===== config.mk =====
export PLATFORM = sky130hd
export DESIGN_NAME = laatm_monitor
export DESIGN_NICKNAME = d
export VERILOG_FILES = /design/src/core/laatm_pkg.sv /design/src/core/laatm_monitor.sv
export VERILOG_INCLUDE_DIRS = /design/src /design/src/core
export SDC_FILE = /design/constraint.sdc
export NUM_CORES = 1
export LEC_CHECK = 0
export BUFFER_PORTS_ARGS = -buffer_cell sky130_fd_sc_hd__buf_2
export CORE_UTILIZATION = 55
export CTS_CLUSTER_DIAMETER = 60
export DETAILED_ROUTE_END_ITERATION = 12
export MAX_ROUTING_LAYER = met4
export PLACE_DENSITY = 0.81
export SLEW_MARGIN = 5
export SYNTH_ARGS = -nofsm -noshare
export SYNTH_HDL_FRONTEND = slang
export SYNTH_SLANG_ARGS = --single-unit

===== constraint.sdc =====
create_clock -name clk -period 16.55 [get_ports clk]
set_input_delay 3.31 -clock clk [delete_from_list [all_inputs] [get_ports clk]]
set_output_delay 3.31 -clock clk [all_outputs]
set_load 0.01 [all_outputs]

===== src/core/laatm_defs.svh =====
`ifndef LAATM_DEFS_SVH
`define LAATM_DEFS_SVH

// APB register byte addresses
`define LAATM_ADDR_STATUS_REG0 12'h000
`define LAATM_ADDR_STATUS_REG1 12'h004
`define LAATM_ADDR_INT_STATUS_REG0 12'h008
`define LAATM_ADDR_INT_STATUS_REG1 12'h00c
`define LAATM_ADDR_INT_EDGE_SEL_REG 12'h010
`define LAATM_ADDR_INT_MASK_REG0 12'h014
`define LAATM_ADDR_INT_MASK_REG1 12'h018
`define LAATM_ADDR_LOSC 12'h01c
`define LAATM_ADDR_AUTO_AIS_CTRL 12'h020
`define LAATM_ADDR_TX_CONFIG0 12'h024
`define LAATM_ADDR_MODE 12'h028

// Field positions
`define LAATM_B_LINE_SIGNAL_LOSS 0
`define LAATM_B_SYSTEM_SIGNAL_LOSS 1
`define LAATM_B_TX_LINE_SIGNAL_LOSS 2
`define LAATM_B_RXAIS 6
`define LAATM_B_TXAIS 7
`define LAATM_B_LOS_IES 1
`define LAATM_B_TX_LOSS_EDGE_SEL 2
`define LAATM_B_AIS_EDGE_SEL 6
`define LAATM_B_CRIT 7
`define LAATM_B_OE 6
`define LAATM_B_TXA_LINE_SIGNAL_LOSS 0
`define LAATM_B_TXA_SYSTEM_SIGNAL_LOSS 1
`define LAATM_B_RXA_LINE_SIGNAL_LOSS 2
`define LAATM_B_RXA_SYSTEM_SIGNAL_LOSS 3
`define LAATM_B_MODE_E1 0
`define LAATM_F_PERIOD 1:0
`define LAATM_F_AMP 3:2

// Reset values
`define LAATM_RST_BYTE 8'h00
`define LAATM_RST_TX_CONFIG0 8'h40

// AIS windows and zero thresholds
`define LAATM_E1_BLOCK 13'h01ff
`define LAATM_T1_BLOCK 13'h1fff
`define LAATM_E1_ZEROS 4'h3
`define LAATM_T1_ZEROS 4'h9

// Transmit loss periods in line bits, by period select
`define LAATM_TX_LINE_SIGNAL_LOSS_P0 12'h020
`define LAATM_TX_LINE_SIGNAL_LOSS_P1 12'h080
`define LAATM_TX_LINE_SIGNAL_LOSS_P2 12'h200
`define LAATM_TX_LINE_SIGNAL_LOSS_P3 12'h800

`endif


===== src/core/laatm_pkg.sv =====
package laatm_pkg;
  typedef enum logic {
    LAATM_AIS_CLEAR,
    LAATM_AIS_SET
  } laatm_ais_state_t;
endpackage


===== src/core/laatm_monitor.sv =====
// The register addresses and the APB interface to the registers are this design's own decisions.
`timescale 1ns/1ps
`include "laatm_defs.svh"

module laatm_monitor (
  input wire logic clk,
  input wire logic rst,
  input wire logic psel,
  input wire logic penable,
  input wire logic pwrite,
  input wire logic [11:0] paddr,
  input wire logic [31:0] pwdata,
  output logic [31:0] prdata,
  output logic pready,
  output logic pslverr,
  input wire logic line_signal_loss,
  input wire logic system_signal_loss,
  input wire logic tx_line_pulse,
  input wire logic tx_line_low,
  input wire logic rx_bit_en,
  input wire logic rx_bit,
  input wire logic tx_bit_en,
  input wire logic tx_bit,
  input wire logic local_ref_clock,
  input wire logic rx_clock_in,
  input wire logic rx_data_in,
  input wire logic rx_data_pos_in,
  input wire logic rx_data_neg_in,
  input wire logic tx_data_pos_in,
  input wire logic tx_data_neg_in,
  input wire logic rx_pattern_on,
  input wire logic tx_pattern_on,
  input wire logic rx_pattern_bit,
  input wire logic tx_pattern_bit,
  input wire logic [1:0] tx_mf_sel,
  input wire logic [1:0] rx_mf_sel,
  output logic rx_data_out,
  output logic rx_data_pos_out,
  output logic rx_data_neg_out,
  output logic rx_clock_out,
  output logic tx_line_tip,
  output logic tx_line_ring,
  output logic tx_line_oe_n,
  output logic [1:0] tx_loss_amplitude_sel,
  output logic tx_multifunc_pin,
  output logic rx_multifunc_pin,
  output logic tx_loss_event,
  output logic rx_ais_event,
  output logic tx_ais_event,
  output logic int_n
);

  logic [7:0] status_reg0;
  logic [7:0] status_reg1;
  logic [7:0] int_status_reg0;
  logic [7:0] int_status_reg1;
  logic [7:0] int_edge_sel_reg;
  logic [7:0] int_mask_reg0;
  logic [7:0] int_mask_reg1;
  logic [7:0] loss_cfg;
  logic [7:0] auto_ais_ctrl;
  logic [7:0] tx_config0;
  logic [7:0] mode_cfg;
  logic [7:0] prev_status_reg0;
  logic [7:0] prev_status_reg1;
  logic [11:0] low_cnt;
  logic tx_line_signal_loss;
  logic [1:0] tx_loss_period_sel;
  logic alarm_criteria_sel;
  logic e1_mode;
  logic wr_en;
  logic rd_en;
  logic [1:0] ais_det;
  logic [1:0] bit_en;
  logic [1:0] bit_val;
  logic rx_ais_gen;
  logic tx_ais_gen;
  logic [7:0] next_int_status_reg0;
  logic [7:0] next_int_status_reg1;

  assign tx_loss_period_sel = loss_cfg[`LAATM_F_PERIOD];
  assign tx_loss_amplitude_sel = loss_cfg[`LAATM_F_AMP];
  assign alarm_criteria_sel = loss_cfg[`LAATM_B_CRIT];
  assign e1_mode = mode_cfg[`LAATM_B_MODE_E1];

  // Edge-selected event: rise only, or any change
  function automatic logic edge_hit(input logic cur, input logic prev, input logic any);
    edge_hit = any ? (cur ^ prev) : (cur & ~prev);
  endfunction

  function automatic logic [11:0] loss_period(input logic [1:0] sel);
    unique case (sel)
      2'h0: loss_period = `LAATM_TX_LINE_SIGNAL_LOSS_P0;
      2'h1: loss_period = `LAATM_TX_LINE_SIGNAL_LOSS_P1;
      2'h2: loss_period = `LAATM_TX_LINE_SIGNAL_LOSS_P2;
      2'h3: loss_period = `LAATM_TX_LINE_SIGNAL_LOSS_P3;
    endcase
  endfunction

  // APB slave, zero wait states
  assign pready = 1'b1;
  assign pslverr = 1'b0;
  assign wr_en = psel & penable & pwrite;
  assign rd_en = psel & ~penable & ~pwrite;

  always_ff @(posedge clk or posedge rst) begin
    if (rst) begin
      int_edge_sel_reg <= `LAATM_RST_BYTE;
      int_mask_reg0 <= `LAATM_RST_BYTE;
      int_mask_reg1 <= `LAATM_RST_BYTE;
      loss_cfg <= `LAATM_RST_BYTE;
      auto_ais_ctrl <= `LAATM_RST_BYTE;
      tx_config0 <= `LAATM_RST_TX_CONFIG0;
      mode_cfg <= `LAATM_RST_BYTE;
    end else if (wr_en) begin
      unique case (paddr)
        `LAATM_ADDR_INT_EDGE_SEL_REG: int_edge_sel_reg <= pwdata[7:0];
        `LAATM_ADDR_INT_MASK_REG0: int_mask_reg0 <= pwdata[7:0];
        `LAATM_ADDR_INT_MASK_REG1: int_mask_reg1 <= pwdata[7:0];
        `LAATM_ADDR_LOSC: loss_cfg <= pwdata[7:0];
        `LAATM_ADDR_AUTO_AIS_CTRL: auto_ais_ctrl <= pwdata[7:0];
        `LAATM_ADDR_TX_CONFIG0: tx_config0 <= pwdata[7:0];
        `LAATM_ADDR_MODE: mode_cfg <= pwdata[7:0];
        default: ;
      endcase
    end
  end

  always_ff @(posedge clk or posedge rst) begin
    if (rst) begin
      prdata <= 32'h0000_0000;
    end else if (rd_en) begin
      unique case (paddr)
        `LAATM_ADDR_STATUS_REG0: prdata <= {24'h000000, status_reg0};
        `LAATM_ADDR_STATUS_REG1: prdata <= {24'h000000, status_reg1};
        `LAATM_ADDR_INT_STATUS_REG0: prdata <= {24'h000000, int_status_reg0};
        `LAATM_ADDR_INT_STATUS_REG1: prdata <= {24'h000000, int_status_reg1};
        `LAATM_ADDR_INT_EDGE_SEL_REG: prdata <= {24'h000000, int_edge_sel_reg};
        `LAATM_ADDR_INT_MASK_REG0: prdata <= {24'h000000, int_mask_reg0};
        `LAATM_ADDR_INT_MASK_REG1: prdata <= {24'h000000, int_mask_reg1};
        `LAATM_ADDR_LOSC: prdata <= {24'h000000, loss_cfg};
        `LAATM_ADDR_AUTO_AIS_CTRL: prdata <= {24'h000000, auto_ais_ctrl};
        `LAATM_ADDR_TX_CONFIG0: prdata <= {24'h000000, tx_config0};
        `LAATM_ADDR_MODE: prdata <= {24'h000000, mode_cfg};
        default: prdata <= 32'h0000_0000;
      endcase
    end
  end

  // Transmit loss detector, counted per transmit line bit
  // A floating own output with a floating partner gives no pulses, so both report loss
  always_ff @(posedge clk or posedge rst) begin
    if (rst) begin
      low_cnt <= 12'h000;
      tx_line_signal_loss <= 1'b0;
    end else if (tx_line_pulse) begin
      low_cnt <= 12'h000;
      tx_line_signal_loss <= 1'b0;
    end else if (tx_bit_en && tx_line_low) begin
      if (low_cnt >= loss_period(tx_loss_period_sel) - 12'h001) begin
        tx_line_signal_loss <= 1'b1;
      end else begin
        low_cnt <= low_cnt + 12'h001;
      end
    end
  end

  // AIS detection per path
  assign bit_en = {tx_bit_en, rx_bit_en};
  assign bit_val = {tx_bit, rx_bit};

  generate
    for (genvar p = 0; p < 2; p++) begin : g_ais
      logic [12:0] bit_cnt;
      logic [3:0] zero_cnt;
      logic prev_low;
      logic prev_high;
      laatm_pkg::laatm_ais_state_t state;
      logic blk_end;
      logic [3:0] zeros_now;
      logic low;
      logic [3:0] thr;
      assign thr = e1_mode ? `LAATM_E1_ZEROS : `LAATM_T1_ZEROS;
      assign blk_end = bit_cnt == (e1_mode ? `LAATM_E1_BLOCK : `LAATM_T1_BLOCK);
      assign zeros_now = zero_cnt + {3'h0, ~bit_val[p] & (zero_cnt != 4'hf)};
      assign low = zeros_now < thr;
      always_ff @(posedge clk or posedge rst) begin
        if (rst) begin
          bit_cnt <= 13'h0000;
          zero_cnt <= 4'h0;
          prev_low <= 1'b0;
          prev_high <= 1'b0;
          state <= laatm_pkg::LAATM_AIS_CLEAR;
        end else if (bit_en[p]) begin
          if (blk_end) begin
            bit_cnt <= 13'h0000;
            zero_cnt <= 4'h0;
            prev_low <= low;
            prev_high <= ~low;
            unique case (state)
              laatm_pkg::LAATM_AIS_CLEAR:
                if (low && (!e1_mode || alarm_criteria_sel || prev_low)) begin
                  state <= laatm_pkg::LAATM_AIS_SET;
                end
              laatm_pkg::LAATM_AIS_SET:
                if (!low && (!e1_mode || alarm_criteria_sel || prev_high)) begin
                  state <= laatm_pkg::LAATM_AIS_CLEAR;
                end
            endcase
          end else begin
            bit_cnt <= bit_cnt + 13'h0001;
            zero_cnt <= zeros_now;
          end
        end
      end
      assign ais_det[p] = state == laatm_pkg::LAATM_AIS_SET;
    end
  endgenerate

  // Status registers
  always_ff @(posedge clk or posedge rst) begin
    if (rst) begin
      status_reg0 <= `LAATM_RST_BYTE;
      status_reg1 <= `LAATM_RST_BYTE;
      prev_status_reg0 <= `LAATM_RST_BYTE;
      prev_status_reg1 <= `LAATM_RST_BYTE;
    end else begin
      status_reg0 <= 8'h00;
      status_reg0[`LAATM_B_LINE_SIGNAL_LOSS] <= line_signal_loss;
      status_reg0[`LAATM_B_SYSTEM_SIGNAL_LOSS] <= system_signal_loss;
      status_reg0[`LAATM_B_TX_LINE_SIGNAL_LOSS] <= tx_line_signal_loss;
      status_reg1 <= 8'h00;
      status_reg1[`LAATM_B_RXAIS] <= ais_det[0];
      status_reg1[`LAATM_B_TXAIS] <= ais_det[1];
      prev_status_reg0 <= status_reg0;
      prev_status_reg1 <= status_reg1;
    end
  end

  // Sticky interrupt bits; a new event beats a write-one clear
  always_comb begin
    next_int_status_reg0 = int_status_reg0;
    next_int_status_reg1 = int_status_reg1;
    if (wr_en && paddr == `LAATM_ADDR_INT_STATUS_REG0) begin
      next_int_status_reg0 = next_int_status_reg0 & ~pwdata[7:0];
    end
    if (wr_en && paddr == `LAATM_ADDR_INT_STATUS_REG1) begin
      next_int_status_reg1 = next_int_status_reg1 & ~pwdata[7:0];
    end
    next_int_status_reg0[`LAATM_B_LINE_SIGNAL_LOSS] = next_int_status_reg0[`LAATM_B_LINE_SIGNAL_LOSS] | edge_hit(
      status_reg0[`LAATM_B_LINE_SIGNAL_LOSS], prev_status_reg0[`LAATM_B_LINE_SIGNAL_LOSS], int_edge_sel_reg[`LAATM_B_LOS_IES]);
    next_int_status_reg0[`LAATM_B_SYSTEM_SIGNAL_LOSS] = next_int_status_reg0[`LAATM_B_SYSTEM_SIGNAL_LOSS] | edge_hit(
      status_reg0[`LAATM_B_SYSTEM_SIGNAL_LOSS], prev_status_reg0[`LAATM_B_SYSTEM_SIGNAL_LOSS], int_edge_sel_reg[`LAATM_B_LOS_IES]);
    next_int_status_reg0[`LAATM_B_TX_LINE_SIGNAL_LOSS] = next_int_status_reg0[`LAATM_B_TX_LINE_SIGNAL_LOSS] | edge_hit(
      status_reg0[`LAATM_B_TX_LINE_SIGNAL_LOSS], prev_status_reg0[`LAATM_B_TX_LINE_SIGNAL_LOSS], int_edge_sel_reg[`LAATM_B_TX_LOSS_EDGE_SEL]);
    next_int_status_reg1[`LAATM_B_RXAIS] = next_int_status_reg1[`LAATM_B_RXAIS] | edge_hit(
      status_reg1[`LAATM_B_RXAIS], prev_status_reg1[`LAATM_B_RXAIS], int_edge_sel_reg[`LAATM_B_AIS_EDGE_SEL]);
    next_int_status_reg1[`LAATM_B_TXAIS] = next_int_status_reg1[`LAATM_B_TXAIS] | edge_hit(
      status_reg1[`LAATM_B_TXAIS], prev_status_reg1[`LAATM_B_TXAIS], int_edge_sel_reg[`LAATM_B_AIS_EDGE_SEL]);
  end

  always_ff @(posedge clk or posedge rst) begin
    if (rst) begin
      int_status_reg0 <= `LAATM_RST_BYTE;
      int_status_reg1 <= `LAATM_RST_BYTE;
    end else begin
      int_status_reg0 <= next_int_status_reg0;
      int_status_reg1 <= next_int_status_reg1;
    end
  end

  // Shared interrupt, active low
  always_ff @(posedge clk or posedge rst) begin
    if (rst) begin
      int_n <= 1'b1;
    end else begin
      int_n <= ~(|(int_status_reg0 & ~int_mask_reg0) | |(int_status_reg1 & ~int_mask_reg1));
    end
  end

  // Automatic AIS generation
  assign rx_ais_gen = (auto_ais_ctrl[`LAATM_B_RXA_LINE_SIGNAL_LOSS] & line_signal_loss) |
                      (auto_ais_ctrl[`LAATM_B_RXA_SYSTEM_SIGNAL_LOSS] & system_signal_loss);
  assign tx_ais_gen = (auto_ais_ctrl[`LAATM_B_TXA_LINE_SIGNAL_LOSS] & line_signal_loss) |
                      (auto_ais_ctrl[`LAATM_B_TXA_SYSTEM_SIGNAL_LOSS] & system_signal_loss);

  // Receive outputs; pattern first, then AIS, then normal data
  always_ff @(posedge clk or posedge rst) begin
    if (rst) begin
      rx_data_out <= 1'b0;
      rx_data_pos_out <= 1'b0;
      rx_data_neg_out <= 1'b0;
      rx_clock_out <= 1'b0;
    end else if (rx_pattern_on) begin
      rx_data_out <= rx_pattern_bit;
      rx_data_pos_out <= rx_pattern_bit;
      rx_data_neg_out <= 1'b0;
      rx_clock_out <= local_ref_clock;
    end else if (rx_ais_gen) begin
      rx_data_out <= 1'b1;
      rx_data_pos_out <= 1'b1;
      rx_data_neg_out <= 1'b1;
      rx_clock_out <= local_ref_clock;
    end else begin
      rx_data_out <= rx_data_in;
      rx_data_pos_out <= rx_data_pos_in;
      rx_data_neg_out <= rx_data_neg_in;
      rx_clock_out <= rx_clock_in;
    end
  end

  // Transmit line; AIS ones sent as alternating marks on the reference clock
  always_ff @(posedge clk or posedge rst) begin
    if (rst) begin
      tx_line_tip <= 1'b0;
      tx_line_ring <= 1'b0;
      tx_line_oe_n <= 1'b1;
    end else begin
      tx_line_oe_n <= ~tx_config0[`LAATM_B_OE];
      if (tx_pattern_on) begin
        tx_line_tip <= tx_pattern_bit;
        tx_line_ring <= ~tx_pattern_bit;
      end else if (tx_ais_gen) begin
        tx_line_tip <= local_ref_clock;
        tx_line_ring <= ~local_ref_clock;
      end else begin
        tx_line_tip <= tx_data_pos_in;
        tx_line_ring <= tx_data_neg_in;
      end
    end
  end

  // Counter events and multifunction pins
  always_ff @(posedge clk or posedge rst) begin
    if (rst) begin
      tx_loss_event <= 1'b0;
      rx_ais_event <= 1'b0;
      tx_ais_event <= 1'b0;
      tx_multifunc_pin <= 1'b0;
      rx_multifunc_pin <= 1'b0;
    end else begin
      tx_loss_event <= tx_line_signal_loss & ~status_reg0[`LAATM_B_TX_LINE_SIGNAL_LOSS];
      rx_ais_event <= ais_det[0] & ~status_reg1[`LAATM_B_RXAIS];
      tx_ais_event <= ais_det[1] & ~status_reg1[`LAATM_B_TXAIS];
      unique case (tx_mf_sel)
        2'h0: tx_multifunc_pin <= 1'b0;
        2'h1: tx_multifunc_pin <= tx_line_signal_loss;
        2'h2: tx_multifunc_pin <= ais_det[1];
        2'h3: tx_multifunc_pin <= system_signal_loss;
      endcase
      unique case (rx_mf_sel)
        2'h0: rx_multifunc_pin <= 1'b0;
        2'h1: rx_multifunc_pin <= line_signal_loss;
        2'h2: rx_multifunc_pin <= ais_det[0];
        2'h3: rx_multifunc_pin <= ais_det[1];
      endcase
    end
  end

endmodule


### Word-level counts from Yosys, hierarchy flattened

Index checks and enable logic that the tools add are counted.

* add/sub/neg operators: 6
* shift-type cells: 0
* magnitude comparators: 3
* eq/ne operators: 24
* bitwise operators: 58
* mux-type cells: 43
* reduce and logical (&&, ||, !) cells: 34
* multipliers: 0
* divide/modulo/power cells: 0

Operators with widths (number)
* 8-bit case mux with 11 select lines: 1
* 12-bit 2-to-1 mux: 5
* 12-bit by 5-bit == test with 1-bit output (second input constant): 4
* 12-bit case mux with 4 select lines: 1
* 13-bit 2-to-1 mux: 3
* 12-bit by 6-bit == test with 1-bit output (second input constant): 3
* 8-bit AND: 4
* 13-bit by 1-bit adder with 13-bit output (second input constant): 2
* 13-bit == test: 2
* 12-bit by 4-bit == test with 1-bit output (second input constant): 2
* 1-bit 2-to-1 mux: 24
* 8-bit NOT: 3
* 2-bit AND reduction: 11
* 1-bit NOT: 20
* 1-bit AND: 18
* 8-bit OR reduction: 2
* 12-bit by 1-bit adder with 12-bit output (second input constant): 1
* 12-bit by 3-bit == test with 1-bit output (second input constant): 1
* 2-bit == test (second input constant): 6
* 12-bit >= comparator: 1
* 12-bit zero test: 1
* 4-bit 2-to-1 mux: 3
* 12-bit by 1-bit subtractor with 12-bit output (second input constant): 1
* 4-bit by 1-bit adder with 4-bit output: 2
* other kinds (15): 47

* word-level logic and storage cells: 209
* memory bits (writable): 0
* memories: 0
* output and inout port bits: 49
* bits in registers: 180
* ROM bits: 0
* latch bits: 0

### Longest topological paths before layout

Gate-level depths: netlist of the first run.

* word-level depth: 9
* depth in mapped cells: 10
* depth with buffers taken out: 9

### Worst setup path before layout of the first run

No wires, ideal clock.

* path kind: input-to-reg
* from: in rx_bit
* to: reg g_ais[0].state
* arrival: 4.870 ns
* cell stages on the path: 9
* buffers on the path: 0
* setup slack: 11.576 ns
* cell sequence: a41oi_1 -> ha_1 -> ha_1 -> ha_1 -> a21oi_1 -> nand2_1 -> a21oi_1 -> nor2_1 -> a221oi_1

* word-level cells in the longest chain between the ends: 8
* elaborated cells between the ends (all ways): 10

RTL lines
* from (decl): RTL line laatm_monitor.sv:21 `input wire logic rx_bit,`
* 1-bit NOT *: RTL line laatm_monitor.sv:185 `assign zeros_now = zero_cnt + {3'h0, ~bit_val[p] & (zero_cnt != 4'hf)};`
* 1-bit AND *: RTL line laatm_monitor.sv:185
* 4-bit by 1-bit adder with 4-bit output *: RTL line laatm_monitor.sv:185
* 4-bit less-than comparator *: RTL line laatm_monitor.sv:186 `assign low = zeros_now < thr;`
* 1-bit zero test: RTL line laatm_monitor.sv:206 `if (!low && (!e1_mode || alarm_criteria_sel || prev_high)) begin`
* 1-bit logical AND: RTL line laatm_monitor.sv:206
* 1-bit 2-to-1 mux: RTL line laatm_monitor.sv:206
* 1-bit case mux with 2 select lines *: RTL line laatm_monitor.sv:200 `unique case (state)`
* to (signal assigned): RTL line laatm_monitor.sv:193 `state <= laatm_pkg::LAATM_AIS_CLEAR;`
* to (signal assigned): RTL line laatm_monitor.sv:203 `state <= laatm_pkg::LAATM_AIS_SET;`
* to (signal assigned): RTL line laatm_monitor.sv:207 `state <= laatm_pkg::LAATM_AIS_CLEAR;`
* to (decl): RTL line laatm_monitor.sv:178 `laatm_pkg::laatm_ais_state_t state;`

Every way passes the cells marked *; elsewhere a longest branch is shown, timed or not.
A chain may end at the register's enable or synchronous reset.

### Final worst setup path of the first run

* from: in paddr[3]
* to: reg int_status_reg0[2]

* word-level cells in the longest chain between the ends: 4

RTL lines
* from (decl): RTL line laatm_monitor.sv:11 `input wire logic [11:0] paddr,`
* 12-bit by 4-bit == test with 1-bit output
* 1-bit logical AND (no line)
* 3-bit 2-to-1 mux: RTL line laatm_monitor.sv:244 `` if (wr_en && paddr == `LAATM_ADDR_INT_STATUS_REG0) begin ``
* 1-bit bitwise OR: RTL line laatm_monitor.sv:254 `` next_int_status_reg0[`LAATM_B_TX_LINE_SIGNAL_LOSS] = next_int_status_reg0[`LAATM_B_TX_LINE_SIGNAL_LOSS] | edge ... ``
* named net next_int_status_reg0[2]: RTL line laatm_monitor.sv:78 `logic [7:0] next_int_status_reg0;`
* to (signal assigned): RTL line laatm_monitor.sv:264 `` int_status_reg0 <= `LAATM_RST_BYTE; ``
* to (signal assigned): RTL line laatm_monitor.sv:267 `int_status_reg0 <= next_int_status_reg0;`
* to (decl): RTL line laatm_monitor.sv:55 `logic [7:0] int_status_reg0;`

The timed path passes the listed nets, and every way through them passes these cells.

==> results_dict.tcl, run 1 <==
set metrics [dict create \
    status "complete, no violations" \
    pwr-share-seq_pct 47.2 \
    power_switching_w 0.000262 \
    clk_pin_slew_ps 70 \
    reg2reg_slack_ps 13850 \
    wirelength_mm 18.4 \
    syn_inst 717 \
    rsz0062_at_grt "false" \
    worstPathCellList "buf_2 > nor2b_1 > nand4_1 > nor2_1 > nand2_1 > a21o_1" \
    crit_end "int_status_reg0[2]" \
    wire_per_inst_um 18.7 \
    synth.yosys.warnings 0 \
    power_w 0.000930 \
    regArea_mm2 0.00391 \
    initial_core_util_pct 56.5 \
    critPathCaptureType "flip-flop" \
    top_register "g_ais.bit_cnt" \
    fin_crit_ps 5370 \
    die_area_mm2 0.0148 \
    netlist_top_cells_area "dfrtp_1 (49%), mux2_2 (9.5%), ha_1 (3.5%), buf_4 (2.7%), a21oi_1 (2.6%)" \
    clock_latency_ps 430 \
    finalCritPeriodShare_pct 32.5 \
    hold_viol 0 \
    synth_ff_type "dfrtp_1" \
    htree_levels 4 \
    combPwrFrac_pct 12.6 \
    num_vias 5864 \
    leakagePower_nw 4.13 \
    critPathKind "in -> reg" \
    start_kind "input port" \
    reg_top3 "g_ais.bit_cnt x26, low_cnt x12" \
    ys_ff_latch 156 \
    power_frac_clock_pct 40.2 \
    reg2regPathDepth 10 \
    cts_buffers 17 \
    rows 43 \
    fin_tns_setup_ps 0 \
    clock_path_buffers 2 \
    critical-path-max-stage-delay_ps 630 \
    power.density_mw_per_mm2 105 \
    r2r_end "low_cnt[7]" \
    synth_top_area_share_pct 48.8 \
    drive_above_1_share_pct 24.1 \
    setup-violations-final 0 \
    synth_cell_types 65 \
    p_int_w 0.000669 \
    cts_tree "yes" \
    cts-resized-gates 0 \
    port_buffers 70 \
    slew_violations 0 \
    crit_fanout 27 \
    synth_edf_count 0 \
    cp_num_buf_inv 1 \
    grt_usage_pct 28.0 \
    switching_share_pct 28.1 \
    io_pins 121 \
    synthArstFlopShare_pct 100 \
    crit_arrival_ps 5690 \
    syn_area_per_cell_um2 10.9 \
    finClkSkew_ps 7.52 \
    fmax_ghz 0.186 \
    num-nets-final 882 \
    drt_iter0_drc 461 \
    multi_input_comb_area_mm2 0.00363 \
    grt_pass1_vias 6057 \
    die_w_um 121 \
    grt_pass1_wl_mm 30.4 \
    ir_drop_v 0.0000778 \
    postCtsSetupBuffers 0 \
    hp-class "reg -> reg" \
    synth_area_mm2 0.00785 \
    required_ps 16870 \
    fillers 1074 \
    maxCapViolations 0 \
    yosysSeqAreaShare_pct 49.8 \
    root_buffer "clkbuf_16" \
    clock_sinks 156 \
    largest_register_ffs 26 \
    cp_slowest_cell "nor2_1" \
    path_depth 6 \
    hpwlAfterDp_mm 12.9 \
    grt_max_degree 84 \
    cts_hold_buf 0 \
    synth_top_area_cell "dfrtp_1" \
    tightest_slew_ps 1220 \
    core_mm2 0.0139 \
    crit_family "simple AND/OR/NAND/NOR gates" \
    diodes 0 \
    slew_headroom_pct 18.3 \
    routed_via_density 5.98 \
    drtPass1Iterations 6 \
    place_congestion 0.901 \
    drcViolationCount 0 \
    startpoint "paddr[3]" \
    area_growth_syn_to_layout_pct 12.4 \
    antenna_found_initial 0 \
    grt_overflow 0 \
    antenna_left 0 \
    die_h_um 121 \
    r2r-start "loss_cfg[0]" \
]
cell families after synthesis:
family / count (synthesis) / share of synthesized area [%]
fa+ha+maj: 22 / 3.51
compound gates: 142 / 11.6
mux: 84 / 12.3
xor+xnor: 30 / 3.35
buf+inv: 78 / 5.20
other cells: 2 / 0.0957
simple gates: 203 / 14.1
flops: 156 / 49.8
cells in the mapped netlist (4+ instances only):
library cell,number
clkbuf_1,8
nor4_4,4
xnor2_1,21
a21boi_0,4
or3_1,11
o21ai_0,32
or4_1,4
nor3b_1,5
mux2_2,66
a221oi_1,7
o31ai_1,5
nand4_1,8
o22ai_1,5
mux2i_1,13
buf_4,28
a22oi_1,7
a22o_1,8
nor3_1,5
a31oi_1,6
xor2_1,9
inv_1,32
a21o_1,5
and3_1,8
nand2_1,46
dfrtp_1,153
buf_2,8
nor2_1,52
a21oi_1,41
ha_1,22
nor2b_1,8
nand2b_1,4
nand3_1,24
power groups by stage:
| stage | Sequential, W | Clock (W) | Combinational, W |
|---|---|---|---|
| 2_1_floorplan | 0.000440 | 0 | 0.0000858 |
| 3_3_place_gp | 0.000441 | 0 | 0.000109 |
| 3_5_place_dp | 0.000444 | 0 | 0.000116 |
| 4_1_cts | 0.000438 | 0.000378 | 0.000118 |
| 5_1_grt | 0.000443 | 0.000394 | 0.000133 |
| 6_report | 0.000439 | 0.000374 | 0.000118 |
cell usage in the layout, fill, tap and decap left out, types with 22 or more instances in the layout:
cell type,n
dfrtp_1,153
buf_2,70
mux2_2,66
nor2_1,52
nand2_1,46
a21oi_1,41
o21ai_0,32
inv_1,31
conb_1,27
nand3_1,24
ha_1,22
through the flow:
stage | cells | worst slack [ps] | util (%) | hold WS (ps) | cell area, µm²
after detailed placement | 949 | 10820 | 59.5 | 405 | 8260
after floorplan | 742 | 9040 | - | 379 | 7940
after CTS | 981 | 11220 | 63.5 | 424 | 8820
final | 981 | 11180 | 63.5 | 423 | 8820
after global placement | 949 | 10840 | 59.5 | 402 | 8260
after global routing | 981 | 11010 | 63.5 | 443 | 8820
worst min path at each step:
stage / to / cells past startpoint / startpoint / slack (ps)
after floorplan: prev_status_reg0[0] / 0 / status_reg0[0] / 380
after global placement: prev_status_reg0[1] / 0 / status_reg0[1] / 400
after detailed placement: prev_status_reg0[0] / 0 / status_reg0[0] / 410
after CTS: prev_status_reg0[0] / 0 / status_reg0[0] / 420
after global routing: status_reg0[2] / 0 / tx_line_signal_loss / 440
final: prev_status_reg0[0] / 0 / status_reg0[0] / 420
routing by layer:
layer  vias up  part of all wire, %  track usage [%]
met5         -                    0                -
met4         0                  3.2             13.1
met3        49                  5.3             5.40
met2       209                   51             45.3
met1      2918                   41             33.9
li1       2688                    -                -
final cells by class:
type / count / share of cell area (%)
clock buffers: 18 / 4.87
inverters: 32 / 1.42
clock inverters: 14 / 1.53
multi-input cells: 508 / 41.1
flip-flops and latches: 156 / 44.3
well taps: 180 / 2.55
repair buffers: 73 / 4.23
Note: power is estimated with default switching activity, not from simulation.
==> inputs of run 2 (changes only) <==
--- a/config.mk
+++ b/config.mk
@@ -7,11 +7,11 @@
 export NUM_CORES = 1
 export LEC_CHECK = 0
 export BUFFER_PORTS_ARGS = -buffer_cell sky130_fd_sc_hd__buf_2
-export CORE_UTILIZATION = 55
+export CORE_UTILIZATION = 52
 export CTS_CLUSTER_DIAMETER = 60
 export DETAILED_ROUTE_END_ITERATION = 12
 export MAX_ROUTING_LAYER = met4
-export PLACE_DENSITY = 0.81
+export PLACE_DENSITY = 0.8
 export SLEW_MARGIN = 5
 export SYNTH_ARGS = -nofsm -noshare
 export SYNTH_HDL_FRONTEND = slang
==> constraint.sdc (replaced) <==
create_clock -name clk -period 4.7 [get_ports clk]
set_input_delay 0.94 -clock clk [delete_from_list [all_inputs] [get_ports clk]]
set_output_delay 0.94 -clock clk [all_outputs]
set_load 0.01 [all_outputs]
==> run 2 against run 1 <==
Against the previous run: the flow now finishes with violations (DRC); count of clock-buffer cells in the layout grew 1; worst hold slack worse by 6.7 ps; wire length shrank 5.8%; register-to-register slack worse by 12000 ps; largest power group unchanged; cell area is 0.60% higher; highest routed layer unchanged; first-iteration DRC count down 9.5%; critical path type unchanged; die area grew 5.7%; critical path depth is the same.
==> results_dict.tcl, run 2 (same netlist as run 1, synthesis figures left out) <==
set metrics [dict create \
    critPathCaptureType "flip-flop" \
    required_ps 5020 \
    top_register "g_ais.bit_cnt" \
    place_congestion 0.970 \
    tightest_slew_ps 1300 \
    slew_violations 0 \
    cts_hold_buf 0 \
    finalCritPeriodShare_pct 62.2 \
    postCtsSetupBuffers 0 \
    core_mm2 0.0146 \
    grt_util_met1_pct 31.1 \
    crit_fanout 14 \
    fin_tns_setup_ps 0 \
    dp.cells 955 \
    fin_area_mm2 0.00887 \
    start_kind "input port" \
    clock_sinks 156 \
    die_h_um 125 \
    status "complete, but fails checks" \
    grt_pass1_vias 5658 \
    grt_overflow 0 \
    ir_drop_v 0.000391 \
    gr-max-usage-layer "met2" \
    grt_max_degree 157 \
    num_vias 5679 \
    cp_num_buf_inv 1 \
    cp_slowest_cell "nor3_1" \
    violations "DRC" \
    root_buffer "clkbuf_16" \
    critical-path-max-stage-delay_ps 1050 \
    drt_iter0_drc 417 \
    clock_path_buffers 2 \
    layout_common_cells "dfrtp_1 (153), buf_2 (70), mux2_2 (66)" \
    drtPass1Iterations 11 \
    setup-violations-final 0 \
    drcViolationCount 10 \
    crit_family "simple AND/OR/NAND/NOR gates" \
    cts_buffers 17 \
    fin_crit_ps 2930 \
    met2_usage_pct 38.1 \
    die_area_mm2 0.0156 \
    rows 44 \
    area_growth_syn_to_layout_pct 13.1 \
    wire_per_inst_um 17.5 \
    drive_above_1_share_pct 24.3 \
    cts_tree "yes" \
    diodes 0 \
    io_pins 121 \
    port_buffers 70 \
    hold_viol 0 \
    die_w_um 125 \
    critPathKind "in -> reg" \
    initial_core_util_pct 53.6 \
    whs_ps 416 \
    routed_via_density 5.75 \
    leakagePower_nw 4.12 \
    crit_arrival_ps 3240 \
    rsz0062_at_grt "false" \
    slew_headroom_pct 12.9 \
    grt_use_met3_pct 4.98 \
    antenna_left 0 \
    power.density_mw_per_mm2 371 \
    worstPathCellList "buf_2 > nor4_1 > nand3_1 > nor3_1 > nand2_1 > a21o_1" \
    maxCapViolations 0 \
    finClkSkew_ps 10.1 \
    num-nets-final 884 \
    wirelength_mm 17.3 \
    clk_pin_slew_ps 60 \
    hpwlAfterDp_mm 11.7 \
    clock_latency_ps 420 \
    antenna_found_initial 0 \
    reg_top3 "g_ais.bit_cnt x26, low_cnt x12" \
    htree_levels 4 \
    hp-class "reg -> reg" \
    final_common_cell "dfrtp_1" \
    postPlaceCellArea_mm2 0.00829 \
    largest_register_ffs 26 \
    power_w 0.00329 \
    finalNonFillerCells 987 \
    grt_usage_pct 24.2 \
    grt_pass1_wl_mm 28.7 \
    fmax_ghz 0.342 \
    cts-resized-gates 0 \
]
-- run 2: area by class of cell --
cell class | count | area [µm²]
repair buffers | 75 | 400
inverters | 32 | 124
well taps | 184 | 230
clock inverters | 13 | 143
fillers | 1195 | 5770
multi-input cells | 508 | 3630
flip-flops and latches | 156 | 3910
clock buffers | 19 | 443
-- run 2: stage by stage --
| stage | utilization (%) | setup WS (ps) |
|---|---|---|
| 3_5_place_dp | 56.6 | 1480 |
| 2_1_floorplan | - | 1790 |
| 4_1_cts | 60.6 | 1880 |
| 6_report | 60.6 | 1770 |
| 5_1_grt | 60.6 | 1640 |
| 3_3_place_gp | 56.6 | 1510 |
-- run 2: layer usage --
layer | vias up | routed length, µm
met5 | - | 0
met4 | 0 | 375
met3 | 33 | 922
met2 | 186 | 8190
met1 | 2781 | 7820
li1 | 2679 | -
-- run 2: where the power goes --
group          internal [W]  switching (W)
logic              0.000174       0.000230
clock network      0.000796       0.000553
registers           0.00144      0.0000983
total               0.00241       0.000881
-- run 2: final timing paths --
path | startpoint | end | slack [ps] | depth (start not counted)
setup reg to reg | loss_cfg[0] | low_cnt[8] | 2030 | 10
max in group asynchronous | rst | prdata[0] | 3330 | 3
hold / removal | status_reg0[0] | prev_status_reg0[0] | 420 | 0
hold reg to reg | status_reg0[0] | prev_status_reg0[0] | 420 | 0
min in group asynchronous | rst | int_status_reg1[2] | 740 | 3
setup / recovery | paddr[5] | int_status_reg1[7] | 1770 | 6
-- run 2: worst register-to-register path: stages (launching register included) --
cell      delay (ps)
dfrtp_1          440
or2_2            350
ha_1             210
inv_1             60
ha_1             210
and4_1           200
a21oi_1          140
o211ai_1         100
buf_4            210
or4_1            510
a21oi_1          160
==> inputs of run 3 (changes only) <==
--- a/config.mk
+++ b/config.mk
@@ -7,11 +7,11 @@
 export NUM_CORES = 1
 export LEC_CHECK = 0
 export BUFFER_PORTS_ARGS = -buffer_cell sky130_fd_sc_hd__buf_2
-export CORE_UTILIZATION = 52
+export CORE_UTILIZATION = 55
 export CTS_CLUSTER_DIAMETER = 60
 export DETAILED_ROUTE_END_ITERATION = 12
 export MAX_ROUTING_LAYER = met4
-export PLACE_DENSITY = 0.8
+export PLACE_DENSITY = 0.81
 export SLEW_MARGIN = 5
 export SYNTH_ARGS = -nofsm -noshare
 export SYNTH_HDL_FRONTEND = slang
==> constraint.sdc (replaced) <==
create_clock -name clk -period 2.8 [get_ports clk]
set_input_delay 0.56 -clock clk [delete_from_list [all_inputs] [get_ports clk]]
set_output_delay 0.56 -clock clk [all_outputs]
set_load 0.01 [all_outputs]
==> run 3 against run 2 <==
Against the previous run: wire length up 11%; setup slack worse by 1700 ps; clock skew is essentially flat; utilization increased by 4.8 points; final cell count rose by 2.3%; combinational power increased by 74%; the flow now finishes without violations; count of clock-buffer cells in the layout fell by 2.
==> results_dict.tcl, run 3 (same netlist as run 1, synthesis figures left out) <==
set metrics [dict create \
    status "complete, no violations" \
    top_register "g_ais.bit_cnt" \
    crit_end "low_cnt[2]" \
    htree_levels 4 \
    drtPass1Iterations 5 \
    clock_sinks 156 \
    start_kind "flip-flop" \
    reg2reg_slack_ps 100 \
    multi_input_comb_area_mm2 0.00363 \
    grt_util_met1_pct 35.2 \
    slew_violations 0 \
    num_vias 6028 \
    hp-class "in -> reg" \
    layout_common_cells "dfrtp_1 (153), buf_2 (70), mux2_2 (66)" \
    fin_tns_setup_ps 0 \
    rows 43 \
    regArea_mm2 0.00391 \
    clock_latency_ps 430 \
    leakagePower_nw 4.29 \
    grt_pass1_vias 6121 \
    required_ps 3130 \
    rsz0062_at_grt "false" \
    critPathCaptureType "flip-flop" \
    hold_viol 0 \
    met2_usage_pct 47.1 \
    root_buffer "clkbuf_16" \
    reg2regPathDepth 10 \
    routed_via_density 5.97 \
    ir_drop_v 0.000675 \
    slew_headroom_pct 46.1 \
    postCtsSetupBuffers 0 \
    die_h_um 121 \
    die_area_mm2 0.0148 \
    drt_iter0_drc 527 \
    critPathKind "reg -> reg" \
    wire_per_inst_um 18.9 \
    cts-resized-gates 0 \
    crit_fanout 9 \
    clk_pin_slew_ps 70 \
    antenna_found_initial 0 \
    port_buffers 70 \
    grt_pass1_wl_mm 31.3 \
    io_pins 121 \
    grt_usage_pct 28.8 \
    startpoint "loss_cfg[0]" \
    fmax_ghz 0.370 \
    clock_path_buffers 2 \
    hpwlAfterDp_mm 13.3 \
    place_congestion 0.924 \
    diodes 0 \
    cts_hold_buf 0 \
    maxCapViolations 0 \
    wirelength_mm 19.1 \
    finalWorstSetupSlack_ps 99.5 \
    reg_top3 "g_ais.bit_cnt x26, low_cnt x12" \
    place_ws_ps 167 \
    power_w 0.00555 \
    r2r-start "loss_cfg[0]" \
    cts_buffers 17 \
    cts_tree "yes" \
    fin_crit_ps 2700 \
    initial_core_util_pct 56.5 \
    final_common_cell "dfrtp_1" \
    num-nets-final 911 \
    gr-max-usage-layer "met2" \
    tightest_slew_ps 808 \
    core_mm2 0.0139 \
    power.density_mw_per_mm2 612 \
    finClkSkew_ps 10.0 \
    setup-violations-final 0 \
    fillers 1013 \
    die_w_um 121 \
    largest_register_ffs 26 \
    drive_above_1_share_pct 26.9 \
    grt_use_met3_pct 5.22 \
    crit_arrival_ps 3030 \
    r2r_end "low_cnt[2]" \
    grt_overflow 0 \
    antenna_left 0 \
    drcViolationCount 0 \
    finalCritPeriodShare_pct 96.4 \
    area_growth_syn_to_layout_pct 15.6 \
    grt_max_degree 157 \
]
==> run 3: cell types whose count changed in the layout (fill, tap and decap cells not counted), sizes merged <==
cell	delta
clkinvlp	-7
buf	+27
bufinv	-2
inv	+10
clkinv	+1
clkbuf	-2
==> run 3: metal layers <==
metal,vias to the layer above,wire [µm]
met4,0,736
met2,256,9520
met3,61,1060
li1,2726,-
met5,-,0
met1,2985,7820
==> run 3: layout make-up <==
type                       instances  share of cell area (%)
clock buffer                      17                    4.69
clock inverter                    15                    1.77
inverter                          32                    1.37
multi-input combinational        508                    40.0
sequential                       156                    43.1
tap                              180                    2.48
timing repair buffer             102                    6.65
==> run 3: critical path, stage by stage (launching register included) <==
cell and delay, ps:
dfrtp_1 380, or2_2 320, ha_1 210, inv_1 60
ha_1 210, and4_1 210, a21oi_1 140, o211ai_1 260
buf_4 260, or3_1 360, a21oi_1 210
==> run 3: power breakdown <==
group          leakage (nW)  internal (W)  switching, W  total, W
sequential             1.99       0.00242      0.000169   0.00259
combinational          2.01      0.000302      0.000398  0.000701
clock                 0.286       0.00120       0.00106   0.00226
==> run 3: worst min-delay path by stage <==
stage	start	end	slack [ps]	cells past startpoint
floorplan	status_reg0[0]	prev_status_reg0[0]	380	0
global placement	status_reg0[0]	prev_status_reg0[0]	400	0
detailed placement	status_reg0[0]	prev_status_reg0[0]	420	0
CTS	tx_pattern_bit	tx_line_ring	300	2
global route	tx_pattern_bit	tx_line_ring	300	2
finish	tx_pattern_bit	tx_line_ring	300	2
==> run 3: per-stage QoR <==
step | util (%) | hold slack [ps] | std cells | cell area [µm²]
floorplan | - | 379 | 742 | 7950
global placement | 61.1 | 400 | 978 | 8490
detailed placement | 61.1 | 417 | 978 | 8490
CTS | 65.4 | 296 | 1010 | 9070
global route | 65.4 | 298 | 1010 | 9070
finish | 65.4 | 304 | 1010 | 9070
